===== src/hdl/sclr_pkg.sv =====
package sclr_pkg;
  // address width seen by this register group
  localparam int ADDR_W = 12;
  // register offsets (byte addresses)
  localparam logic [11:0] OFS_CAP_ONE = 12'h010;
  localparam logic [11:0] OFS_CAP_TWO = 12'h014;
  localparam logic [11:0] OFS_CAP_FOUR = 12'h01c;
  localparam logic [11:0] OFS_BOR_CTL = 12'h030;
  localparam logic [11:0] OFS_VOUT_SELECT = 12'h034;
  localparam logic [11:0] OFS_RST_A = 12'h040;
  localparam logic [11:0] OFS_RST_B = 12'h044;
  localparam logic [11:0] OFS_RST_P = 12'h048;
  localparam logic [11:0] OFS_RAW = 12'h050;
  localparam logic [11:0] OFS_MASK = 12'h054;
  localparam logic [11:0] OFS_MSTAT = 12'h058;
  // voltage adjust field
  localparam int VOUT_SELECT_W = 6;
  localparam logic [5:0] VOUT_SELECT_RST = 6'h00;
  localparam logic [5:0] VOUT_SELECT_LOW_TOP = 6'h05;
  localparam logic [5:0] VOUT_SELECT_HIGH_BASE = 6'h1b;
  localparam logic [5:0] VOUT_SELECT_HIGH_TOP = 6'h1f;
  // implemented reset-control bits of each soft reset register
  localparam logic [31:0] RST_A_BITS = 32'h0011_0008;
  localparam logic [31:0] RST_B_BITS = 32'h0107_0113;
  localparam logic [31:0] RST_P_BITS = 32'h0000_001f;
  localparam logic [31:0] RST_REG_RST = 32'h0000_0000;
  // raw event flags
  localparam int EV_W = 7;
  localparam logic [6:0] EV_RST = 7'h00;
  localparam int EV_PLL_LOCK = 6;
  localparam int EV_CUR_LIMIT = 5;
  localparam int EV_IOSC_FAULT = 4;
  localparam int EV_MOSC_FAULT = 3;
  localparam int EV_UNREG = 2;
  localparam int EV_BROWNOUT = 1;
  localparam int EV_PLL_FAULT = 0;
  // brown-out control: wait time 15:2, reset select 1, wait enable 0
  localparam logic [15:0] BOR_CTL_RST = 16'h7ffd;
  localparam int BOR_SEL_BIT = 1;
endpackage


===== src/hdl/sclr_reg_if.sv =====
`timescale 1ns/1ns
`default_nettype none
// register access strobes between the bus slave and the register bank
interface sclr_reg_if;
  logic wr_en; // write takes effect at this edge
  logic rd_en; // setup phase of a transfer, read data is captured
  logic [11:0] addr;
  logic [31:0] wdata;
  logic [31:0] rdata;
  logic hit; // address decodes to a register
  modport bus (output wr_en, rd_en, addr, wdata, input rdata, hit);
  modport regs (input wr_en, rd_en, addr, wdata, output rdata, hit);
endinterface
`default_nettype wire


===== src/hdl/sclr_top.sv =====
// Functional notes
// RULE1: six-bit voltage select, resets to zero
// RULE2: codes 1b-1f,00-05 legal; others reserved
// RULE3: reserved bits read zero, writes ignored
// RULE4: soft reset writes gated by capability bits
// RULE5: reset bits PWM 20, ADC 16, watchdog 3
// RULE6: comparator, timers, encoder, serial reset bits
// RULE7: GPIO ports E..A reset at bits 4..0
// RULE8: raw status read-only, hardware set, zero reset
// RULE9: PLL lock flag bit 6
// RULE10: current limit flag bit 5
// RULE11: internal oscillator fault flag bit 4
// RULE12: main oscillator fault flag bit 3
// RULE13: regulator unregulated flag bit 2
// RULE14: brown-out flag bit 1, interrupt gated
// RULE15: PLL fault flag bit 0
// RULE16: capability bit one means peripheral present
// RULE17: interrupt from flag AND mask; W1C clears
// RULE18: brown-out signalled as reset when selected
// RULE19: soft reset bit one holds peripheral reset
// RULE20: flags stay set until cleared or reset
//
// The APB register port was decided locally.
`timescale 1ns/1ns
`default_nettype none
module sclr_top #(
  // presence of each peripheral, one per soft reset bit
  parameter logic [31:0] CAP_ONE = sclr_pkg::RST_A_BITS,
  parameter logic [31:0] CAP_TWO = sclr_pkg::RST_B_BITS,
  parameter logic [31:0] CAP_FOUR = sclr_pkg::RST_P_BITS
) (
  input wire logic MCLK,
  input wire logic RESET_N,
  input wire logic PSEL,
  input wire logic PENABLE,
  input wire logic PWRITE,
  input wire logic [11:0] PADDR,
  input wire logic [31:0] PWDATA,
  output logic [31:0] PRDATA,
  output logic PREADY,
  output logic PSLVERR,
  input wire logic [6:0] EVENT_SRC,
  output logic [5:0] VOUT_SELECT,
  output logic VOUT_CODE_OK,
  output logic [31:0] PERIPH_RESET_A,
  output logic [31:0] PERIPH_RESET_B,
  output logic [31:0] PORT_RESET,
  output logic SYS_IRQ,
  output logic BROWNOUT_RESET
);
  import sclr_pkg::*;

  sclr_reg_if rif (); // bus slave to register bank

  logic [5:0] vout_select; // regulator level code
  logic [31:0] rst_a; // peripheral soft reset a
  logic [31:0] rst_b; // peripheral soft reset b
  logic [31:0] rst_p; // gpio port soft reset
  logic [6:0] event_mask; // interrupt mask
  logic [15:0] bor_ctl; // brown-out control
  logic [6:0] raw; // sticky raw flags
  logic [6:0] ev_level; // synchronised event sources
  logic [6:0] ev_clear; // write-one-to-clear strobe
  logic [6:0] masked; // flags promoted to interrupt
  logic bor_sel; // brown-out gives reset, not interrupt

  // only bits both implemented and present accept writes
  localparam logic [31:0] ALLOW_A = RST_A_BITS & CAP_ONE; // RULE5
  localparam logic [31:0] ALLOW_B = RST_B_BITS & CAP_TWO; // RULE6
  localparam logic [31:0] ALLOW_P = RST_P_BITS & CAP_FOUR; // RULE7

  ////////////////////////////////////////////////////////////////
  // helpers

  // true for a write to the given register
  function automatic logic wr_to(input logic [11:0] ofs);
    wr_to = rif.wr_en && (rif.addr == ofs);
  endfunction

  // keep bits that may not change, take new ones where allowed
  function automatic logic [31:0] merge(input logic [31:0] old,
                                        input logic [31:0] nw,
                                        input logic [31:0] allow);
    merge = (old & ~allow) | (nw & allow);
  endfunction

  // voltage code inside one of the two documented runs
  function automatic logic code_legal(input logic [5:0] c);
    code_legal = (c <= VOUT_SELECT_LOW_TOP) ||
                 ((c >= VOUT_SELECT_HIGH_BASE) && (c <= VOUT_SELECT_HIGH_TOP));
  endfunction

  ////////////////////////////////////////////////////////////////
  // submodules

  sclr_apb_slave u_apb (
    .clk(MCLK),
    .rst_n(RESET_N),
    .psel(PSEL),
    .penable(PENABLE),
    .pwrite(PWRITE),
    .paddr(PADDR),
    .pwdata(PWDATA),
    .prdata(PRDATA),
    .pready(PREADY),
    .pslverr(PSLVERR),
    .rif(rif.bus)
  );

  // event bit order matches the raw status layout
  sclr_raw_events #(.W(EV_W)) u_raw (
    .clk(MCLK),
    .rst_n(RESET_N),
    .src_async(EVENT_SRC), // RULE9 RULE10 RULE11 RULE12 RULE13 RULE15
    .clear(ev_clear),
    .level(ev_level),
    .flags(raw)
  );

  ////////////////////////////////////////////////////////////////
  // voltage select register
  always_ff @(posedge MCLK or negedge RESET_N) begin
    if (!RESET_N) begin
      vout_select <= VOUT_SELECT_RST; // RULE1
    end else if (wr_to(OFS_VOUT_SELECT)) begin
      // reserved codes are stored; the legality flag reports them
      vout_select <= rif.wdata[5:0]; // RULE1
    end
  end

  ////////////////////////////////////////////////////////////////
  // soft reset registers, writes masked by presence
  always_ff @(posedge MCLK or negedge RESET_N) begin
    if (!RESET_N) begin
      rst_a <= RST_REG_RST;
      rst_b <= RST_REG_RST;
      rst_p <= RST_REG_RST;
    end else begin
      if (wr_to(OFS_RST_A)) begin
        rst_a <= merge(rst_a, rif.wdata, ALLOW_A); // RULE4
      end
      if (wr_to(OFS_RST_B)) begin
        rst_b <= merge(rst_b, rif.wdata, ALLOW_B); // RULE4
      end
      if (wr_to(OFS_RST_P)) begin
        rst_p <= merge(rst_p, rif.wdata, ALLOW_P); // RULE4
      end
    end
  end

  ////////////////////////////////////////////////////////////////
  // interrupt mask and brown-out control
  always_ff @(posedge MCLK or negedge RESET_N) begin
    if (!RESET_N) begin
      event_mask <= EV_RST;
      bor_ctl <= BOR_CTL_RST;
    end else begin
      if (wr_to(OFS_MASK)) begin
        event_mask <= rif.wdata[6:0];
      end
      if (wr_to(OFS_BOR_CTL)) begin
        bor_ctl <= rif.wdata[15:0];
      end
    end
  end

  assign bor_sel = bor_ctl[BOR_SEL_BIT];
  // clear strobe from a masked-status write; set still wins
  assign ev_clear = wr_to(OFS_MSTAT) ? rif.wdata[6:0] : EV_RST; // RULE17
  // brown-out is kept off the interrupt while routed to reset
  always_comb begin
    masked = raw & event_mask; // RULE17
    masked[EV_BROWNOUT] = raw[EV_BROWNOUT] & event_mask[EV_BROWNOUT] & ~bor_sel; // RULE14
  end

  ////////////////////////////////////////////////////////////////
  // read decode; raw status has no write path of its own, only the masked-status clear
  always_comb begin
    rif.rdata = 32'h0000_0000; // RULE3
    rif.hit = 1'b1;
    case (rif.addr)
      OFS_CAP_ONE: rif.rdata = CAP_ONE; // RULE16
      OFS_CAP_TWO: rif.rdata = CAP_TWO; // RULE16
      OFS_CAP_FOUR: rif.rdata = CAP_FOUR; // RULE16
      OFS_BOR_CTL: rif.rdata[15:0] = bor_ctl;
      OFS_VOUT_SELECT: rif.rdata[5:0] = vout_select;
      OFS_RST_A: rif.rdata = rst_a;
      OFS_RST_B: rif.rdata = rst_b;
      OFS_RST_P: rif.rdata = rst_p;
      OFS_RAW: rif.rdata[6:0] = raw; // RULE8
      OFS_MASK: rif.rdata[6:0] = event_mask;
      OFS_MSTAT: rif.rdata[6:0] = masked;
      default: rif.hit = 1'b0;
    endcase
  end

  ////////////////////////////////////////////////////////////////
  // outputs to the rest of the chip
  assign VOUT_SELECT = vout_select;
  assign VOUT_CODE_OK = code_legal(vout_select); // RULE2
  // a one holds the peripheral in reset until written zero
  assign PERIPH_RESET_A = rst_a; // RULE19
  assign PERIPH_RESET_B = rst_b; // RULE19
  assign PORT_RESET = rst_p; // RULE19

  // registered so the controller never sees decode glitches
  always_ff @(posedge MCLK or negedge RESET_N) begin
    if (!RESET_N) begin
      SYS_IRQ <= 1'b0;
      BROWNOUT_RESET <= 1'b0;
    end else begin
      SYS_IRQ <= |masked; // RULE17
      // level follows the live brown-out, not the sticky flag
      BROWNOUT_RESET <= ev_level[EV_BROWNOUT] & bor_sel; // RULE18
    end
  end
endmodule
`default_nettype wire


===== src/hdl/sclr_apb_slave.sv =====
`timescale 1ns/1ns
`default_nettype none
module sclr_apb_slave (
  input wire logic clk,
  input wire logic rst_n,
  input wire logic psel,
  input wire logic penable,
  input wire logic pwrite,
  input wire logic [11:0] paddr,
  input wire logic [31:0] pwdata,
  output logic [31:0] prdata,
  output logic pready,
  output logic pslverr,
  sclr_reg_if.bus rif
);
  logic err_q; // decode miss caught in the setup cycle

  ////////////////////////////////////////////////////////////////
  // strobes: never a wait state, so access lasts one cycle
  assign rif.addr = paddr;
  assign rif.wdata = pwdata;
  assign rif.wr_en = psel & penable & pwrite;
  assign rif.rd_en = psel & ~penable;
  assign pready = psel & penable;
  // error only shown while the access completes
  assign pslverr = err_q & pready;

  ////////////////////////////////////////////////////////////////
  // read data and decode result registered at the setup edge
  always_ff @(posedge clk or negedge rst_n) begin
    if (!rst_n) begin
      prdata <= 32'h0000_0000;
      err_q <= 1'b0;
    end else if (rif.rd_en) begin
      // writes return zero so stale data never leaks
      prdata <= pwrite ? 32'h0000_0000 : rif.rdata;
      err_q <= ~rif.hit;
    end
  end
endmodule
`default_nettype wire


===== src/hdl/sclr_raw_events.sv =====
`timescale 1ns/1ns
`default_nettype none
module sclr_raw_events #(
  parameter int W = 7
) (
  input wire logic clk,
  input wire logic rst_n,
  input wire logic [W-1:0] src_async,
  input wire logic [W-1:0] clear,
  output logic [W-1:0] level,
  output logic [W-1:0] flags
);
  logic [W-1:0] meta; // first stage, read only by level

  ////////////////////////////////////////////////////////////////
  // two-stage synchroniser for the analog and clock monitors
  always_ff @(posedge clk or negedge rst_n) begin
    if (!rst_n) begin
      meta <= '0;
      level <= '0;
    end else begin
      meta <= src_async;
      level <= meta;
    end
  end

  ////////////////////////////////////////////////////////////////
  // sticky flags: a live source wins over a clear in the same cycle
  always_ff @(posedge clk or negedge rst_n) begin
    if (!rst_n) begin
      flags <= '0; // RULE8
    end else begin
      flags <= (flags & ~clear) | level; // RULE20
    end
  end
endmodule
`default_nettype wire


===== config.mk =====
export PLATFORM = sky130hd
export DESIGN_NAME = sclr_top
export DESIGN_NICKNAME = d
export VERILOG_FILES = /design/src/hdl/sclr_pkg.sv /design/src/hdl/sclr_reg_if.sv /design/src/hdl/sclr_top.sv /design/src/hdl/sclr_apb_slave.sv /design/src/hdl/sclr_raw_events.sv
export SDC_FILE = /design/constraint.sdc
export NUM_CORES = 1
export LEC_CHECK = 0
export ABC_CLOCK_PERIOD_IN_PS = 2200
export BUFFER_PORTS_ARGS = -buffer_cell sky130_fd_sc_hd__buf_2
export CAP_MARGIN = 20
export CORE_MARGIN = 5
export CORE_UTILIZATION = 52
export CTS_CLUSTER_DIAMETER = 50
export CTS_CLUSTER_SIZE = 20
export DETAILED_ROUTE_END_ITERATION = 8
export GPL_TIMING_DRIVEN = 0
export PLACE_DENSITY_LB_ADDON = 0.15
export SYNTH_ARGS = -nofsm -noshare
export SYNTH_HDL_FRONTEND = slang
export SYNTH_SLANG_ARGS = --single-unit

===== constraint.sdc =====
create_clock -name MCLK -period 2.2 [get_ports MCLK]
set_input_delay 0.11 -clock MCLK [delete_from_list [all_inputs] [get_ports MCLK]]
set_output_delay 0.11 -clock MCLK [all_outputs]
set_load 0.02 [all_outputs]

Yosys cells after proc, flatten, opt, wreduce, memory -nomap -nowiden
Cells that the tools add are included.
W data, S select, Z words.

word-level totals
  output and inout port bits = 139
  bits of input ports = 56
  register bits after elaboration = 181

operators by class
  magnitude comparators = 3
  reductions and logical operators = 11
  bitwise operators = 17
  muxes and demuxes = 7
  eq/ne operators = 11

operators with widths
  kind                   number
  $pmux W16 S5           1
  $eq A12 B7 Y1 const B  6
  $pmux W6 S11           1
  $pmux W9 S5            1
  $eq A12 B5 Y1 const B  3
  $mux W32               1
  $or A32 B21 Y32        1
  $or A32 B25 Y32        1
  $or A32 B5 Y32         1
  $eq A12 B6 Y1 const B  2
  $and A7 B7 Y7          2
  $reduce_or A11 Y1      1
  $logic_and A1 B1 Y1    8
  $and A1 B1 Y1          7
  $mux W7                1
  $not A7 Y7             1
  $or A7 B7 Y7           1
  $pmux W1 S7            1
  $reduce_or A7 Y1       1
  $ge A6 B5 Y1 const B   1
  $le A6 B3 Y1 const B   1
  $le A6 B5 Y1 const B   1
  $not A1 Y1             3
  $logic_or A1 B1 Y1     1
  $mux W1                1

Longest topological paths before layout
Gate-level depths: netlist of the first run.

  word-level depth = 7
  mapped depth = 7

Modules after synthesis
A second synthesis of the first run with hierarchy kept.

second synthesis, totals
  cell total of the unflattened synthesis = 512
  area total of the unflattened synthesis = 5875.6 µm²

modules (own cells, without submodules)
  module           instances  area an instance (µm²)  cells an instance  sequential area each (µm²)
  sclr_top         1          3299.4                  323                1193.6
  sclr_apb_slave   1          1971.9                  154                825.8
  sclr_raw_events  1          604.3                   35                 525.5

Least setup slack after synthesis of the first run
Ideal clock, no wire load.

  path kind = in2reg
  start point = in PADDR[7]
  end point = reg bor_ctl[10]
  slack = 0.535 ns
  data arrival time = 1.583 ns
  stages on the path = 5
  setup time = 0.082 ns
  buffers on the path = 1
  cell sequence = or4_4 nor3_4 nand3_4 buf_6 mux2_4

on the way
  word-level cells in the longest chain between the ends = 2

RTL lines
  what                  RTL line         text
  from (decl)           sclr_top.sv:37   input wire logic [11:0] PADDR,
  $eq A12 B6 Y1         sclr_top.sv:77   wr_to = rif.wr_en && (rif.addr == ofs);
  $logic_and A1 B1 Y1   sclr_top.sv:77
  to (signal assigned)  sclr_top.sv:162  bor_ctl <= rif.wdata[15:0];
  to (decl)             sclr_top.sv:60   logic [15:0] bor_ctl;

No other way between the ends.
A chain may end at the register's enable or synchronous reset.

Worst setup path after layout of the first run
  start point = in PADDR[1]
  end point = reg u_raw.flags[4]

on the way
  word-level cells in the longest chain between the ends = 6

RTL lines
  what                  RTL line               text
  $eq A12 B7 Y1         sclr_top.sv:77
  $logic_and A1 B1 Y1   sclr_top.sv:77
  $mux W7               sclr_top.sv:169        assign ev_clear = wr_to(OFS_MSTAT) ? rif.wdata[6:0] : EV_RST;
  $not A7 Y7            sclr_raw_events.sv:33  flags <= (flags & ~clear) | level;
  $and A7 B7 Y7         sclr_raw_events.sv:33
  $or A7 B7 Y7          sclr_raw_events.sv:33
  to (signal assigned)  sclr_raw_events.sv:33
  to (decl)             sclr_raw_events.sv:11  output logic [W-1:0] flags

No other way between the ends.

==> metrics, run 1 <==
deepest clock path buffer count 2; first-pass GRT wire length 19.52 mm; worst-path maximum fanout 8; status finished, final reports clean; clock skew 15.53 ps; gpl congestion 0.8956; drc violations 0; post-CTS resize count 0; vias per inst 5.062; GRT Total Usage 21.99%; FF+latch count, synth 91; Final min period 1940 ps; First-pass DRT Iterations 5; Tot Pwr 0.003363 W; Worst setup EP type flop; syn_area_per_cell 11.54 sq um; asr flop ratio synth 100.0%; layout cell share with drive strength beyond 1 45.01%; floorplan row count 34; Slew HR 29.67%; die width 105.6 um; Post-synth top cells 90 x buf_4, 77 x dfrtp_1, 36 x mux2_2; initial drt markers 234; Peak VDD IR 0.5836 mV; Die Y 105.6 um; clk slew on worst S/H paths 100 ps; DR WL/cell 16.52 um; Yosys cell types 59; total CTS buffers 9; initial antenna violation count 0; largest net degree at the start of global routing 69; total I/O pin count 195; Yosys warning count 0; synthesized cell area 4756 sq um; clock latency at the later pin of the worst-skew pair 370 ps; Worst EP arrival 2200 ps; worst-margin pin slew 1040 ps; PwrDens 545.1 nW/um^2; EDFF count, synth 0; final period utilization 88.18%; Fin. Hold Viols 0; most area-consuming cells after synthesis dfrtp_1 41%, buf_4 14%, mux2_2 8.5%; TritonCTS clock tree built; post-synth top area share 40.52%; Final Setup Violations 0; Util after Layout 70.06%; Top FF cell, synth dfrtp_1; MaxCap Viol Count 0; Leak Pwr 3.302 nW; Sink Count 91; critical path data required time 2460 ps; HPWL Detailed 9.192 mm; I/O Buffers 99; Post-CTS Setup Bufs 0; ant diodes 0; Die ar. 11160 sq um; total number of vias 3741; CTS root buffer clkbuf_8; Nets 682; Final Max Tran Viols 0; aggregate routed wire length 12.21 mm; Worst Setup Start Kind input pin; H-tree levels 3; CP Class in -> reg; Cells after Synth 412; starting density of the core 54.01%; top-count cell post-synth buf_4; Core Area 8806 sq um; final cell count without fillers 739; Routed Antenna Nets 0; RSZ-0062 raised after global routing false; class of the tightest hold or removal check in -> reg; Congestion Overflow GR 0; Fin Hold WS 30.06 ps; sequential area share after synthesis 48.25%; P&R area growth vs syn 29.73%; number of global-route vias before repair 3683; FMAX 0.5155 GHz; Yosys top cell by area dfrtp_1; Placed Cells 699
critical path: stages:
cell,delay [ps]
clkbuf_1,210
nor4b_1,950
nand2_1,110
nor2_1,480
nand2_1,130
a21o_1,200
routing by layer:
| layer | vias to the layer above | routed length [um] | track usage [%] |
|---|---|---|---|
| met5 | - | 0 | 0 |
| met4 | 0 | 316 | 7.863 |
| met3 | 32 | 1052 | 5.501 |
| met2 | 188 | 6068 | 37.75 |
| met1 | 1782 | 4769 | 26.97 |
| li1 | 1739 | - | - |
logic make-up after synthesis:
group                  count (synthesis)  share of synthesized area [%]
AO/OA/AOI/OAI                         69                          11.37
XOR/XNOR                               1                         0.1842
buffers and inverters                110                          16.07
flip-flops                            91                          48.25
multiplexers                          51                          12.73
other                                  1                        0.07885
AND/OR/NAND/NOR                       89                          11.31
final timing paths:
path / cells past startpoint / from / end / slack (ps)
min in group asynchronous: 2 / RESET_N / VOUT_SELECT[4] / 180
max in group asynchronous: 3 / RESET_N / bor_ctl[6] / 1350
worst min register to register: 0 / u_raw.meta[0] / u_raw.level[0] / 360
worst min-delay path: 2 / PWDATA[5] / bor_ctl[5] / 30
worst max-delay path: 6 / PADDR[1] / u_raw.flags[4] / 260
worst max register to register: 5 / event_mask[0] / u_apb.prdata[0] / 780
cell type report:
cell class                 instances  area, sq um
fill                             683         2636
sequential                        91         2295
multi-input combinational        290         1993
timing repair buffer             124        765.7
buffer                           107        753.2
tap                              108        135.1
clock buffer                       9        123.9
clock inverter                     7        92.59
inverter                           3        11.26
timing repair:
item | CTS | global route
hold buffers | 23 | 1
hold endpoints to repair | 47 | 1
setup endpoints to repair | 0 | 0
placed cells by master, fill, tap and decap left out, types with 14 or more instances in the layout:
cell / instances
dfstp_2: 14
dfrtp_1: 77
nand2_1: 21
mux2_2: 36
dlygate4sd3_1: 24
buf_4: 91
a22o_1: 15
buf_2: 103
conb_1: 80
flip-flops by register name, indices dropped and copies added, names as in the netlist:
signal and flops:
PERIPH_RESET_B 8, PORT_RESET 5, u_raw.level 7, event_mask 7, PERIPH_RESET_A 3, VOUT_SELECT 6
SYS_IRQ 1, u_apb.err_q 1, u_raw.flags 7, BROWNOUT_RESET 1, bor_ctl 16, u_raw.meta 7
u_apb.prdata 22
power breakdown:
group	internal, W	switching [W]
combinational	0.000186	0.000277
sequential	0.00169	0.00000583
clock	0.000554	0.000651
total	0.00243	0.000934
stage by stage:
| step | TNS [ps] | setup WS, ps | area (sq um) |
|---|---|---|---|
| floorplan | 0 | 534.9 | 5052 |
| global placement | 0 | 2.488 | 5683 |
| detailed placement | -7.105 | -7.105 | 5713 |
| CTS | 0 | 271.8 | 6160 |
| global route | 0 | 113.3 | 6170 |
| finish | 0 | 260.1 | 6170 |
Note: power is estimated with default switching activity, not from simulation.
==> run 2, diff against run 1 <==
- PLACE_DENSITY: unset -> 0.85
- PLACE_DENSITY_LB_ADDON: 0.15 -> unset
==> metrics, run 2 (synthesis gave the netlist of run 1 again) <==
class of the tightest hold or removal check in -> reg; CP Class in -> reg; Peak VDD IR 0.6156 mV; drc violations 0; Die ar. 11160 sq um; FMAX 0.5063 GHz; P&R area growth vs syn 29.83%; initial drt markers 271; Top reg by flops u_apb.prdata; Multi-input gate area 1993 sq um; Congestion Overflow GR 0; largest net degree at the start of global routing 67; Die Y 105.6 um; CTS root buffer clkbuf_8; total CTS buffers 9; TritonCTS clock tree built; RSZ-0062 raised after global routing false; Fin. Hold Viols 0; Leak Pwr 3.302 nW; switching power of the nets 0.0009028 W; # hold bufs at CTS 22; clock latency at the later pin of the worst-skew pair 360 ps; Slew HR 33.89%; floorplan row count 34; I/O Buffers 99; Post-CTS Setup Bufs 0; ant diodes 0; total I/O pin count 195; starting density of the core 54.01%; FF-to-FF setup slack 740 ps; fill cell count 668; initial antenna violation count 1; final period utilization 89.78%; worst-margin pin slew 977.8 ps; Worst Setup Start Kind input pin; aggregate routed wire length 12.57 mm; sw frac 26.10%; total number of vias 3745; Routed Antenna Nets 0; max reg flops 22; Core Area 8806 sq um; Gate power share 13.4%; clk slew on worst S/H paths 90 ps; gpl congestion 0.8702; Place WS -141.7 ps; commonest non-fill, non-tap cell in the layout buf_2; Clock Power Share 37.6%; critical path data required time 2460 ps; First-pass DRT Iterations 4; Final min period 1975 ps; Worst EP arrival 2230 ps; FF/Latch Area 2295 sq um; status finished, final reports clean; deepest clock path buffer count 2; MaxCap Viol Count 0; number of global-route vias before repair 3829; Final Max Tran Viols 0; Tot Pwr 0.003459 W; Flop pwr share 49.0%; Worst setup EP type flop; first-pass GRT wire length 20.27 mm; H-tree levels 3; layout cell share with drive strength beyond 1 45.08%; Sink Count 91; Final Setup Violations 0; Final TNS setup 0 ps; post-CTS resize count 0; worst-path maximum fanout 9; post-route setup slack 224.9 ps; GRT Total Usage 22.82%; vias per inst 5.075; die width 105.6 um; clock skew 17.88 ps; Int Power 0.002557 W; most frequent cells in the layout 103 x buf_2, 91 x buf_4, 80 x conb_1; Fin Hold WS 25.26 ps; PwrDens 560.3 nW/um^2; DR WL/cell 17.03 um; HPWL Detailed 9.660 mm; Nets 681
## run 2: cell types whose count changed in the layout (fill, tap and decap cells not counted), sizes merged
cell         before  now
clkbuf           19   20
bufinv            1    2
clkinvlp          0    1
clkinv            3    0
dlygate4sd3      24   23
## run 2: final cells by class
cell class,instances,area share (%)
clock buffers,10,2.229
clock inverters,6,1.520
plain buffers,107,12.20
repair buffers,123,12.24
multi-input cells,290,32.28
inverters,3,0.1824
flip-flops and latches,91,37.16
well taps,108,2.188
## run 2: stage by stage
stage               area (sq um)  instances  util [%]
global placement            5683        698     64.54
floorplan                   5052        491         -
CTS                         6165        737     70.01
global route                6175        738     70.12
detailed placement          5713        699     64.88
finish                      6175        738     70.12
## run 2: worst paths after layout
check | start | to | depth (start not counted)
setup reg to reg | event_mask[0] | u_apb.prdata[0] | 5
setup / recovery | PADDR[5] | u_raw.flags[0] | 6
hold reg to reg | u_raw.meta[1] | u_raw.level[1] | 0
max in group asynchronous | RESET_N | bor_ctl[8] | 3
min in group asynchronous | RESET_N | VOUT_SELECT[4] | 2
hold / removal | PWDATA[6] | event_mask[6] | 2
## run 2: power by group through the flow
stage / Combinational (W) / Clock (W) / Sequential [W]
2_1_floorplan: 0.000301 / 0 / 0.00173
3_3_place_gp: 0.000409 / 0 / 0.00173
3_5_place_dp: 0.000420 / 0 / 0.00173
4_1_cts: 0.000451 / 0.00132 / 0.00169
5_1_grt: 0.000505 / 0.00140 / 0.00170
6_report: 0.000463 / 0.00130 / 0.00169
## run 2: routing by layer
metal / vias to the layer above / track usage (%) / share of wire [%]
met5: - / 0 / 0.056
met4: 2 / 9.528 / 3.6
met3: 39 / 6.540 / 8.5
met2: 184 / 37.93 / 50
met1: 1778 / 27.96 / 38
li1: 1742 / - / -
## run 2: critical path, cell delays in order
cell and delay, ps:
buf_2 140, nor4_1 610, nand4_1 440, nor2_1 590
nand2_1 140, a21o_1 190
